## src/hdl/fce_tx_regs.svh

```systemverilog
// Constants of the transmit encoder: offsets, fields, codes, CRC
`ifndef FCE_TX_REGS_SVH
`define FCE_TX_REGS_SVH
`define FCE_CTRL_OFF 8'h00
`define FCE_STAT_OFF 8'h04
`define FCE_CTRL_PDIS 0
`define FCE_CTRL_PMODE 1
`define FCE_CTRL_BYP 2
`define FCE_STAT_PERR 0
`define FCE_STAT_CERR 1
`define FCE_STAT_RD 2
`define FCE_STAT_FRAME 3
`define FCE_STAT_PEND 4
`define FCE_HSIZE_WORD 3'h2
`define FCE_OS_IDLE 8'h01
`define FCE_OS_RRDY 8'h02
`define FCE_OS_EOFN 8'h11
`define FCE_OS_EOFT 8'h12
`define FCE_OS_ABORT_FRAME_END 8'h13
`define FCE_OS_INVALID_FRAME_END 8'h14
`define FCE_K285 8'hbc
`define FCE_D102 8'h4a
`define FCE_D104 8'h8a
`define FCE_D105 8'haa
`define FCE_D213 8'h75
`define FCE_D214 8'h95
`define FCE_D215 8'hb5
`define FCE_D216 8'hd5
`define FCE_D217 8'hf5
`define FCE_CRC_POLY 32'hedb88320
`define FCE_CRC_INIT 32'hffffffff
`define FCE_CRC_RESID 32'hdebb20e3
`endif

```

## src/hdl/fce_pkg.sv

```systemverilog
// Types shared by the transmit encoder
package fce_pkg;
  // One host word as it arrives on the pins
  typedef struct packed {
    logic [31:0] word;
    logic [3:0] par;
    logic flag;
    logic crcsel;
    logic rawa;
    logic rawb;
    logic idle;
  } fce_host_t;
  // Software control bits
  typedef struct packed {
    logic byp;
    logic pmode;
    logic pdis;
  } fce_ctrl_t;
  // Captured bus address phase
  typedef struct packed {
    logic sel;
    logic wr;
    logic [7:0] addr;
  } fce_ahb_ap_t;
  // Whole state of the encoder
  typedef struct packed {
    logic bclk_s1;
    logic bclk_s2;
    logic bclk_d;
    logic wclk_s1;
    logic wclk_s2;
    logic wclk_d;
    fce_host_t in_s1;
    fce_host_t in_s2;
    fce_ctrl_t ctrl;
    fce_ahb_ap_t ap;
    logic [31:0] hrdata;
    logic hready;
    logic hresp;
    logic idle_prev;
    logic rd;
    logic in_frame;
    logic frame_bad;
    logic eof_pend;
    logic [7:0] eof_code;
    logic [31:0] crc;
    logic [39:0] line;
    logic [39:0] cur;
    logic [1:0] cnt;
    logic [9:0] byte_out;
    logic bclk_out;
    logic wref;
    logic perr;
    logic cerr;
  } fce_state_t;
endpackage

```

## src/hdl/fce_tx.sv

```systemverilog
// Transmit encoder: parity, CRC, ordered sets, 8b/10b, raw bypass
//
// The AHB-Lite register port and the register offsets were decided locally.
`timescale 1ns/1ps
`include "fce_tx_regs.svh"
module fce_tx (
  input wire logic hclk,
  input wire logic hresetn,
  input wire logic hsel,
  input wire logic [31:0] haddr,
  input wire logic [1:0] htrans,
  input wire logic hwrite,
  input wire logic [2:0] hsize,
  input wire logic [31:0] hwdata,
  input wire logic hready,
  output logic [31:0] hrdata,
  output logic hreadyout,
  output logic hresp,
  input wire logic serializer_byte_clock_in,
  input wire logic host_word_clock,
  input wire logic [31:0] host_tx_word,
  input wire logic [3:0] host_tx_parity,
  input wire logic host_ordered_set_flag,
  input wire logic host_crc_generate_select,
  input wire logic bypass_extra_bit_a,
  input wire logic bypass_extra_bit_b,
  input wire logic link_idle_request,
  output logic [9:0] encoded_byte_out,
  output logic encoded_byte_clock_out,
  output logic word_rate_reference,
  output logic tx_parity_fault,
  output logic tx_crc_fault
);

  fce_pkg::fce_state_t s;
  fce_pkg::fce_state_t n;

  // 5b/6b codes, abcdei, negative disparity column
  function automatic logic [5:0] tbl6(input logic [4:0] x);
    logic [5:0] t;
    case (x)
      5'h00: t = 6'b100111;
      5'h01: t = 6'b011101;
      5'h02: t = 6'b101101;
      5'h03: t = 6'b110001;
      5'h04: t = 6'b110101;
      5'h05: t = 6'b101001;
      5'h06: t = 6'b011001;
      5'h07: t = 6'b111000;
      5'h08: t = 6'b111001;
      5'h09: t = 6'b100101;
      5'h0a: t = 6'b010101;
      5'h0b: t = 6'b110100;
      5'h0c: t = 6'b001101;
      5'h0d: t = 6'b101100;
      5'h0e: t = 6'b011100;
      5'h0f: t = 6'b010111;
      5'h10: t = 6'b011011;
      5'h11: t = 6'b100011;
      5'h12: t = 6'b010011;
      5'h13: t = 6'b110010;
      5'h14: t = 6'b001011;
      5'h15: t = 6'b101010;
      5'h16: t = 6'b011010;
      5'h17: t = 6'b111010;
      5'h18: t = 6'b110011;
      5'h19: t = 6'b100110;
      5'h1a: t = 6'b010110;
      5'h1b: t = 6'b110110;
      5'h1c: t = 6'b001110;
      5'h1d: t = 6'b101110;
      5'h1e: t = 6'b011110;
      default: t = 6'b101011;
    endcase
    return t;
  endfunction

  // 3b/4b codes, fghj, negative disparity column
  function automatic logic [3:0] tbl4(input logic [2:0] y);
    logic [3:0] t;
    case (y)
      3'h0: t = 4'b1011;
      3'h1: t = 4'b1001;
      3'h2: t = 4'b0101;
      3'h3: t = 4'b1100;
      3'h4: t = 4'b1101;
      3'h5: t = 4'b1010;
      3'h6: t = 4'b0110;
      default: t = 4'b1110;
    endcase
    return t;
  endfunction

  // One character; rd high means positive disparity; K covers K28.5 only
  function automatic logic [10:0] enc_char(input logic [7:0] b, input logic k,
                                           input logic rd);
    logic [5:0] s6;
    logic [3:0] s4;
    logic rdm;
    logic [4:0] x;
    x = b[4:0];
    s6 = k ? 6'b001111 : tbl6(x);
    if (rd && (($countones(s6) != 3) || (!k && x == 5'h07)))
      s6 = ~s6;
    rdm = ($countones(s6) != 3) ? ~rd : rd;
    if (k)
      s4 = rdm ? 4'b1010 : 4'b0101;
    else
    begin
      s4 = tbl4(b[7:5]);
      // Alternate x.7 avoids a run of five equal bits
      if (b[7:5] == 3'h7 && ((!rdm && (x == 5'h11 || x == 5'h12 || x == 5'h14)) ||
          (rdm && (x == 5'h0b || x == 5'h0d || x == 5'h0e))))
        s4 = 4'b0111;
      if (rdm && (($countones(s4) != 2) || b[7:5] == 3'h3))
        s4 = ~s4;
    end
    return {(($countones(s4) != 2) ? ~rdm : rdm), s6, s4};
  endfunction

  // Four characters, top byte first; returns final disparity and 40 bits
  function automatic logic [40:0] enc_word(input logic [31:0] w, input logic k3,
                                           input logic rd);
    logic [39:0] o;
    logic [10:0] t;
    logic r;
    r = rd;
    o = 40'h0;
    for (int i = 3; i >= 0; i--)
    begin
      t = enc_char(w[i*8 +: 8], k3 && (i == 3), r);
      o[i*10 +: 10] = t[9:0];
      r = t[10];
    end
    return {r, o};
  endfunction

  // Reflected CRC over one byte
  function automatic logic [31:0] crc_byte(input logic [31:0] c, input logic [7:0] b);
    logic [31:0] r;
    r = c ^ {24'h0, b};
    for (int i = 0; i < 8; i++)
      r = r[0] ? ((r >> 1) ^ `FCE_CRC_POLY) : (r >> 1);
    return r;
  endfunction

  // CRC over a word in line order
  function automatic logic [31:0] crc_word(input logic [31:0] c, input logic [31:0] w);
    logic [31:0] r;
    r = c;
    for (int i = 3; i >= 0; i--)
      r = crc_byte(r, w[i*8 +: 8]);
    return r;
  endfunction

  function automatic logic is_eof(input logic [7:0] c);
    return c == `FCE_OS_EOFN || c == `FCE_OS_EOFT || c == `FCE_OS_ABORT_FRAME_END ||
           c == `FCE_OS_INVALID_FRAME_END;
  endfunction

  // Odd parity of a byte: high when ones even
  function automatic logic odd_par(input logic [7:0] b);
    return ~^b;
  endfunction

  // Bypass pin order puts the first raw bit on output bit 0
  function automatic logic [9:0] rev10(input logic [9:0] x);
    logic [9:0] r;
    for (int i = 0; i < 10; i++)
      r[i] = x[9 - i];
    return r;
  endfunction

  // Ordered set from a code; unknown codes pass the low three bytes
  function automatic logic [40:0] enc_os(input logic [7:0] code, input logic [23:0] low,
                                         input logic rd);
    logic [23:0] tail;
    logic r;
    r = rd;
    case (code)
      `FCE_OS_IDLE:
      begin
        tail = {`FCE_D214, `FCE_D215, `FCE_D215};
        r = 1'b0;
      end
      `FCE_OS_RRDY:
      begin
        tail = {`FCE_D214, `FCE_D102, `FCE_D102};
        r = 1'b0;
      end
      `FCE_OS_EOFN: tail = {rd ? `FCE_D215 : `FCE_D214, `FCE_D216, `FCE_D216};
      `FCE_OS_EOFT: tail = {rd ? `FCE_D215 : `FCE_D214, `FCE_D213, `FCE_D213};
      `FCE_OS_ABORT_FRAME_END: tail = {rd ? `FCE_D215 : `FCE_D214, `FCE_D217, `FCE_D217};
      `FCE_OS_INVALID_FRAME_END: tail = {rd ? `FCE_D105 : `FCE_D104, `FCE_D216, `FCE_D216};
      default: tail = low;
    endcase
    return enc_word({`FCE_K285, tail}, 1'b1, r);
  endfunction

  // Normal and terminate ends become invalid in a damaged frame
  function automatic logic [7:0] end_code(input logic [7:0] c, input logic bad);
    if (bad && (c == `FCE_OS_EOFN || c == `FCE_OS_EOFT))
      return `FCE_OS_INVALID_FRAME_END;
    return c;
  endfunction

  // Next state of the whole block
  always_comb
  begin
    fce_pkg::fce_host_t hin;
    logic [7:0] top;
    logic flag;
    logic pe;
    logic perr_now;
    logic cbad;
    logic [31:0] fcs;
    logic [39:0] raw;
    hin = s.in_s2;
    top = 8'h0;
    flag = 1'b0;
    pe = 1'b0;
    perr_now = 1'b0;
    cbad = 1'b0;
    fcs = 32'h0;
    raw = 40'h0;
    n = s;

    // Two-stage synchronisers for every pin from outside hclk
    n.bclk_s1 = serializer_byte_clock_in;
    n.bclk_s2 = s.bclk_s1;
    n.bclk_d = s.bclk_s2;
    n.wclk_s1 = host_word_clock;
    n.wclk_s2 = s.wclk_s1;
    n.wclk_d = s.wclk_s2;
    n.in_s1.word = host_tx_word;
    n.in_s1.par = host_tx_parity;
    n.in_s1.flag = host_ordered_set_flag;
    n.in_s1.crcsel = host_crc_generate_select;
    n.in_s1.rawa = bypass_extra_bit_a;
    n.in_s1.rawb = bypass_extra_bit_b;
    n.in_s1.idle = link_idle_request;
    n.in_s2 = s.in_s1;

    // Bus slave: zero wait states, always OKAY
    n.hready = 1'b1;
    n.hresp = 1'b0;
    if (s.ap.sel && s.ap.wr && s.ap.addr == `FCE_CTRL_OFF)
    begin
      n.ctrl.pdis = hwdata[`FCE_CTRL_PDIS];
      n.ctrl.pmode = hwdata[`FCE_CTRL_PMODE];
      n.ctrl.byp = hwdata[`FCE_CTRL_BYP];
    end
    n.ap.sel = hsel && htrans[1] && hready && (hsize == `FCE_HSIZE_WORD);
    n.ap.wr = hwrite;
    n.ap.addr = haddr[7:0];
    // Read data is fetched in the address phase; control reads see a write just ahead
    n.hrdata = 32'h0;
    if (hsel && htrans[1] && hready && !hwrite)
    begin
      if (haddr[7:0] == `FCE_CTRL_OFF)
      begin
        n.hrdata[`FCE_CTRL_PDIS] = n.ctrl.pdis;
        n.hrdata[`FCE_CTRL_PMODE] = n.ctrl.pmode;
        n.hrdata[`FCE_CTRL_BYP] = n.ctrl.byp;
      end
      else if (haddr[7:0] == `FCE_STAT_OFF)
      begin
        n.hrdata[`FCE_STAT_PERR] = s.perr;
        n.hrdata[`FCE_STAT_CERR] = s.cerr;
        n.hrdata[`FCE_STAT_RD] = s.rd;
        n.hrdata[`FCE_STAT_FRAME] = s.in_frame;
        n.hrdata[`FCE_STAT_PEND] = s.eof_pend;
      end
    end

    // Byte slots follow rising edges of the serializer clock
    n.bclk_out = ~s.bclk_s2;
    if (s.bclk_s2 && !s.bclk_d)
    begin
      n.cnt = s.cnt + 2'h1;
      if (s.cnt == 2'h3)
      begin
        n.byte_out = s.line[39:30];
        n.cur = {s.line[29:0], 10'h0};
      end
      else
      begin
        n.byte_out = s.cur[39:30];
        n.cur = {s.cur[29:0], 10'h0};
      end
      // Word reference is high over the first two bytes of each word
      n.wref = (s.cnt == 2'h3) || (s.cnt == 2'h0);
    end

    // Host word taken mid-cycle, on the falling host clock, clear of its changes
    if (!s.wclk_s2 && s.wclk_d)
    begin
      flag = hin.flag;
      top = hin.word[31:24];
      if (hin.idle)
      begin
        flag = 1'b1;
        top = s.idle_prev ? `FCE_OS_IDLE : `FCE_OS_ABORT_FRAME_END;
      end
      n.idle_prev = hin.idle;
      pe = (hin.par[0] != odd_par(hin.word[7:0])) ||
           (hin.par[1] != odd_par(hin.word[15:8])) ||
           (hin.par[2] != odd_par(hin.word[23:16])) ||
           (hin.par[3] != (odd_par(hin.word[31:24]) ^ (s.ctrl.pmode & hin.flag)));
      perr_now = !s.ctrl.pdis && !hin.idle && pe;
      n.perr = perr_now;
      n.cerr = 1'b0;
      if (s.ctrl.byp)
      begin
        // Raw word skips checks and coding; link restarts from negative disparity
        raw = {hin.flag, hin.par[3], hin.word[31:24], hin.crcsel, hin.par[2],
               hin.word[23:16], hin.rawa, hin.par[1], hin.word[15:8], hin.rawb,
               hin.par[0], hin.word[7:0]};
        n.line = {rev10(raw[39:30]), rev10(raw[29:20]), rev10(raw[19:10]),
                  rev10(raw[9:0])};
        n.rd = 1'b0;
        n.perr = 1'b0;
        n.in_frame = 1'b0;
        n.eof_pend = 1'b0;
        n.frame_bad = 1'b0;
        n.crc = `FCE_CRC_INIT;
      end
      else if (s.eof_pend)
      begin
        // Latched end set goes out now; the host word is dropped
        {n.rd, n.line} = enc_os(s.eof_code, 24'h0, s.rd);
        n.perr = 1'b0;
        n.eof_pend = 1'b0;
        n.in_frame = 1'b0;
        n.frame_bad = 1'b0;
        n.crc = `FCE_CRC_INIT;
      end
      else if (flag && is_eof(top) && hin.crcsel && s.in_frame)
      begin
        // Generated CRC word goes first, low byte leading
        fcs = ~s.crc;
        {n.rd, n.line} = enc_word({fcs[7:0], fcs[15:8], fcs[23:16], fcs[31:24]},
                                  1'b0, s.rd);
        n.eof_pend = 1'b1;
        n.eof_code = end_code(top, s.frame_bad || perr_now);
      end
      else if (flag)
      begin
        // Check mode compares the residue left by the frame's own CRC
        cbad = !hin.crcsel && s.in_frame && is_eof(top) &&
               (s.crc != `FCE_CRC_RESID);
        {n.rd, n.line} = enc_os(end_code(top, s.frame_bad || perr_now || cbad),
                                hin.word[23:0], s.rd);
        n.cerr = cbad;
        n.in_frame = !is_eof(top);
        n.frame_bad = 1'b0;
        n.crc = `FCE_CRC_INIT;
      end
      else
      begin
        // Data word: coded and folded into the running CRC
        {n.rd, n.line} = enc_word(hin.word, 1'b0, s.rd);
        n.crc = crc_word(s.crc, hin.word);
        n.frame_bad = s.frame_bad || perr_now;
      end
    end
  end

  // State register; line starts as zeros until the first host word
  always_ff @(posedge hclk or negedge hresetn)
  begin
    if (!hresetn)
    begin
      s <= '0;
      s.hready <= 1'b1;
      s.crc <= `FCE_CRC_INIT;
      s.cnt <= 2'h3; // First slot opens a whole word, so no short reference pulse
    end
    else
    begin
      s <= n;
    end
  end

  // Outputs straight from the state register
  assign hrdata = s.hrdata;
  assign hreadyout = s.hready;
  assign hresp = s.hresp;
  assign encoded_byte_out = s.byte_out;
  assign encoded_byte_clock_out = s.bclk_out;
  assign word_rate_reference = s.wref;
  assign tx_parity_fault = s.perr;
  assign tx_crc_fault = s.cerr;

endmodule // fce_tx

```

## config.mk

```make
export PLATFORM = sky130hd
export DESIGN_NAME = fce_tx
export DESIGN_NICKNAME = d
export VERILOG_FILES = /design/src/hdl/fce_pkg.sv /design/src/hdl/fce_tx.sv
export VERILOG_INCLUDE_DIRS = /design/src /design/src/hdl
export SDC_FILE = /design/constraint.sdc
export NUM_CORES = 1
export LEC_CHECK = 0
export ABC_AREA = 0
export BUFFER_PORTS_ARGS = -buffer_cell sky130_fd_sc_hd__buf_2
export CELL_PAD_IN_SITES_DETAIL_PLACEMENT = 1
export CELL_PAD_IN_SITES_GLOBAL_PLACEMENT = 1
export CORE_ASPECT_RATIO = 1.2
export CORE_MARGIN = 4
export CORE_UTILIZATION = 45
export CTS_CLUSTER_SIZE = 16
export DETAILED_ROUTE_END_ITERATION = 6
export GPL_TIMING_DRIVEN = 0
export PLACE_DENSITY = 0.87
export SYNTH_ARGS = -nofsm -noshare
export SYNTH_HDL_FRONTEND = slang
export SYNTH_SLANG_ARGS = --single-unit
export TNS_END_PERCENT = 100
```

## constraint.sdc

```tcl
create_clock -name hclk -period 64.8 [get_ports hclk]
set_clock_uncertainty 0.2 [all_clocks]
set_input_delay 3.24 -clock hclk [delete_from_list [all_inputs] [get_ports hclk]]
set_output_delay 3.24 -clock hclk [all_outputs]
set_load 0.02 [all_outputs]
```

==> impl_results.md <==
- Detailed Route WL: 92800 um
- Final Cycle Share: 0.475
- Worst min path class: reg2reg
- Drt drc: 0
- Sequential share of the synthesized area: 0.243
- Sink Count: 237
- Syn. warnings: 0
- TritonCTS buffer count: 29
- Final Net Count: 3346
- Area Growth Syn to Fin: 10.2%
- Status: completed
- Die W: 221 um
- Port bufs: 81
- Synth Area in Adders: 0.158
- H-tree depth reported by CTS: 1
- Avg WL per Cell: 25.1 um
- GP Congestion: 0.995
- First-pass DRT Iterations: 5
- Arrival time worst endpoint: 31.01 ns
- Hold buffers post-CTS: 0
- Post-DRT Antenna Nets: 0
- Clock-pin slew on the worst setup and hold paths: 0.06 ns
- Diodes inserted: 0
- Critical path class: reg2reg
- Synthesized area: 0.0246 sq mm
- Vias/cell: 5.95
- Mux cell area share after synthesis: 0.0319
- Slew @ Worst Pin: 1.38 ns
- Clk Latency, worst-skew pair: 0.60 ns
- Share of cells above drive strength 1: 0.0992
- Synth unique cells: 88
- Total congestion overflow: 0
- DIE HEIGHT: 264 um
- All-layer global routing usage: 0.308
- Slowest cell delay on critical path: 0.99 ns
- Starting Density: 0.456
- Post-Synthesis Cells: 2819
- Slowest-stage cell, CP: o31ai_1
- Vias in the first global route: 23422
- Clock root buffer: clkbuf_16
- Final HPWL DP: 74100 um
- Fmax: 0.0325 GHz
- Syn Area/Cell: 8.71 sq um
- Row count: 93
- CTS tree: yes
- Post-Synth Simple-Gate Area: 0.135
- Critical Path Most Common Cell: ha_1
- DR iter-0 viols: 1401
- Core area: 0.0539 sq mm
- Final min period: 30.77 ns
- Die ar.: 0.0584 sq mm
- Fin. Hold Viols: 0
- First-pass GRT wire length: 141000 um
- Nature of the critical path startpoint: flop
- Met2 Use GR: 0.542
- Worst setup EP type: flop
- TNS Setup: 0 ns
- GR peak layer: met2
- Synth Flop Type: dfrtp_1
- MaxCap Viol Count: 0
- RSZ-0062 raised after global routing: no
- Largest net degree at the start of global routing: 120
- Clock tree buffer depth: 3
- Largest family of logic cells by synthesized area: XOR/XNOR gates
- Critical path required time: 65.04 ns
- Synth Area in XOR/XNOR: 0.193
- I/O pins: 165
- Min Hold Slack: 0.147 ns
- Post-CTS sizing: 0
- Initial antenna violation count: 0
- Setup bufs post-CTS: 0
- Post-synthesis register bit count: 237
- Met1 usage: 0.356
- Vias after detailed routing: 21981
- Post-synth EDFFs: 0
- Compound-Gate Fraction of Synth Area: 0.175
- Finish-stage setup viols: 0
- Final max-slew violation count: 0
- Async SR Flop Fraction: 1.00
- Worst Path Max Fanout: 10
- GR met3 Demand/Resource: 0.0389
- Max-slew headroom: 0.0737
layout by cell type, fill, tap and decap left out, types with 110 or more instances in the layout:
cell and count:
dfrtp_1 203, inv_1 163, ha_1 198, a21oi_1 175, xor2_1 110, clkbuf_1 142, xnor2_1 286, nand2_1 247
nor2_1 233, o21ai_0 189
final cells by class:
type	count	area, sq um
plain buffers	206	948
clock buffers	35	778
clock inverters	18	233
fillers	6380	26800
inverters	168	631
multi-input cells	2235	17100
flip-flops and latches	237	5970
well taps	712	891
repair buffers	85	483
routing by layer:
layer	routed length, um	part of all wire
met1	35300	0.38
met2	45500	0.49
met3	5070	0.055
met4	6900	0.074
met5	0	0
synthesized netlist by cell type (9+ instances only):
cell type | instances | share of area
nand2_1 | 247 | 0.038
nand2b_1 | 21 | 0.0053
xnor2_1 | 286 | 0.10
and2_1 | 9 | 0.0023
a21oi_1 | 175 | 0.036
xor2_1 | 110 | 0.039
o31ai_1 | 16 | 0.0049
mux2i_1 | 58 | 0.024
a21o_1 | 19 | 0.0058
or3_1 | 14 | 0.0036
nor2b_1 | 15 | 0.0038
nand3_1 | 53 | 0.011
fa_1 | 69 | 0.056
and3_1 | 19 | 0.0048
ha_1 | 198 | 0.10
xnor2_2 | 21 | 0.014
mux2_2 | 14 | 0.0064
dfstp_2 | 34 | 0.036
o211ai_1 | 22 | 0.0067
xnor3_1 | 23 | 0.021
o22ai_1 | 30 | 0.0076
o311ai_0 | 9 | 0.0032
buf_1 | 15 | 0.0023
nand3b_1 | 14 | 0.0043
a31oi_1 | 27 | 0.0069
o221ai_1 | 17 | 0.0061
dfrtp_1 | 203 | 0.21
a221oi_1 | 27 | 0.0096
o21ai_0 | 189 | 0.039
a22oi_1 | 9 | 0.0028
nor4_1 | 15 | 0.0038
nor3b_1 | 18 | 0.0055
inv_1 | 163 | 0.025
nor2_1 | 233 | 0.036
nor3_1 | 45 | 0.0092
buf_4 | 44 | 0.013
a211oi_1 | 34 | 0.010
clkbuf_1 | 139 | 0.021
registers in the layout, summed over array words and instances (netlist names):
register,cells
s,173
n,45
word_rate_reference,1
tx_parity_fault,1
encoded_byte_out,10
tx_crc_fault,1
encoded_byte_clock_out,1
hrdata,5
cell families after synthesis:
kind of cell             count (synthesis)
XOR/XNOR                               458
AO/OA/AOI/OAI                          675
adder cells (fa/ha/maj)                269
other                                    2
multiplexers                            74
AND/OR/NAND/NOR                        730
buffers and inverters                  374
flip-flops                             237
path summary, 6_finish.rpt:
kind                          from  endpoint  slack [ns]  cells after the start
max in group asynchronous  hresetn    s[123]       60.71                      3
max reg2reg                 s[224]    s[139]       34.03                    113
min in group asynchronous  hresetn    s[175]        2.33                      1
min reg2reg                 n[191]    s[191]        0.15                      0
max                         s[224]    s[139]       34.03                    113
min                         n[191]    s[191]        0.15                      0
per-stage QoR:
step           instance area (sq um)   util  setup slack (ns)  cells
2_1_floorplan                  24700      -             39.73   2846
3_3_place_gp                   26000  0.482             35.24   3639
3_5_place_dp                   26000  0.483             34.38   3643
4_1_cts                        27100  0.502             34.24   3696
5_1_grt                        27100  0.502             32.28   3696
6_report                       27100  0.502             34.03   3696
worst max-delay path: cells and delay by family, from the launching register on:
family / cells / cell delay (ns)
compound gates: 14 / 3.99
xor+xnor: 18 / 5.15
fa+ha+maj: 38 / 12.14
buf+inv: 19 / 2.54
flops: 1 / 0.39
mux: 3 / 0.63
simple gates: 21 / 5.47
Power is left out: the tool's default activity adds up to more than one toggle a clock period on the data nets, which glitch-free logic cannot reach.
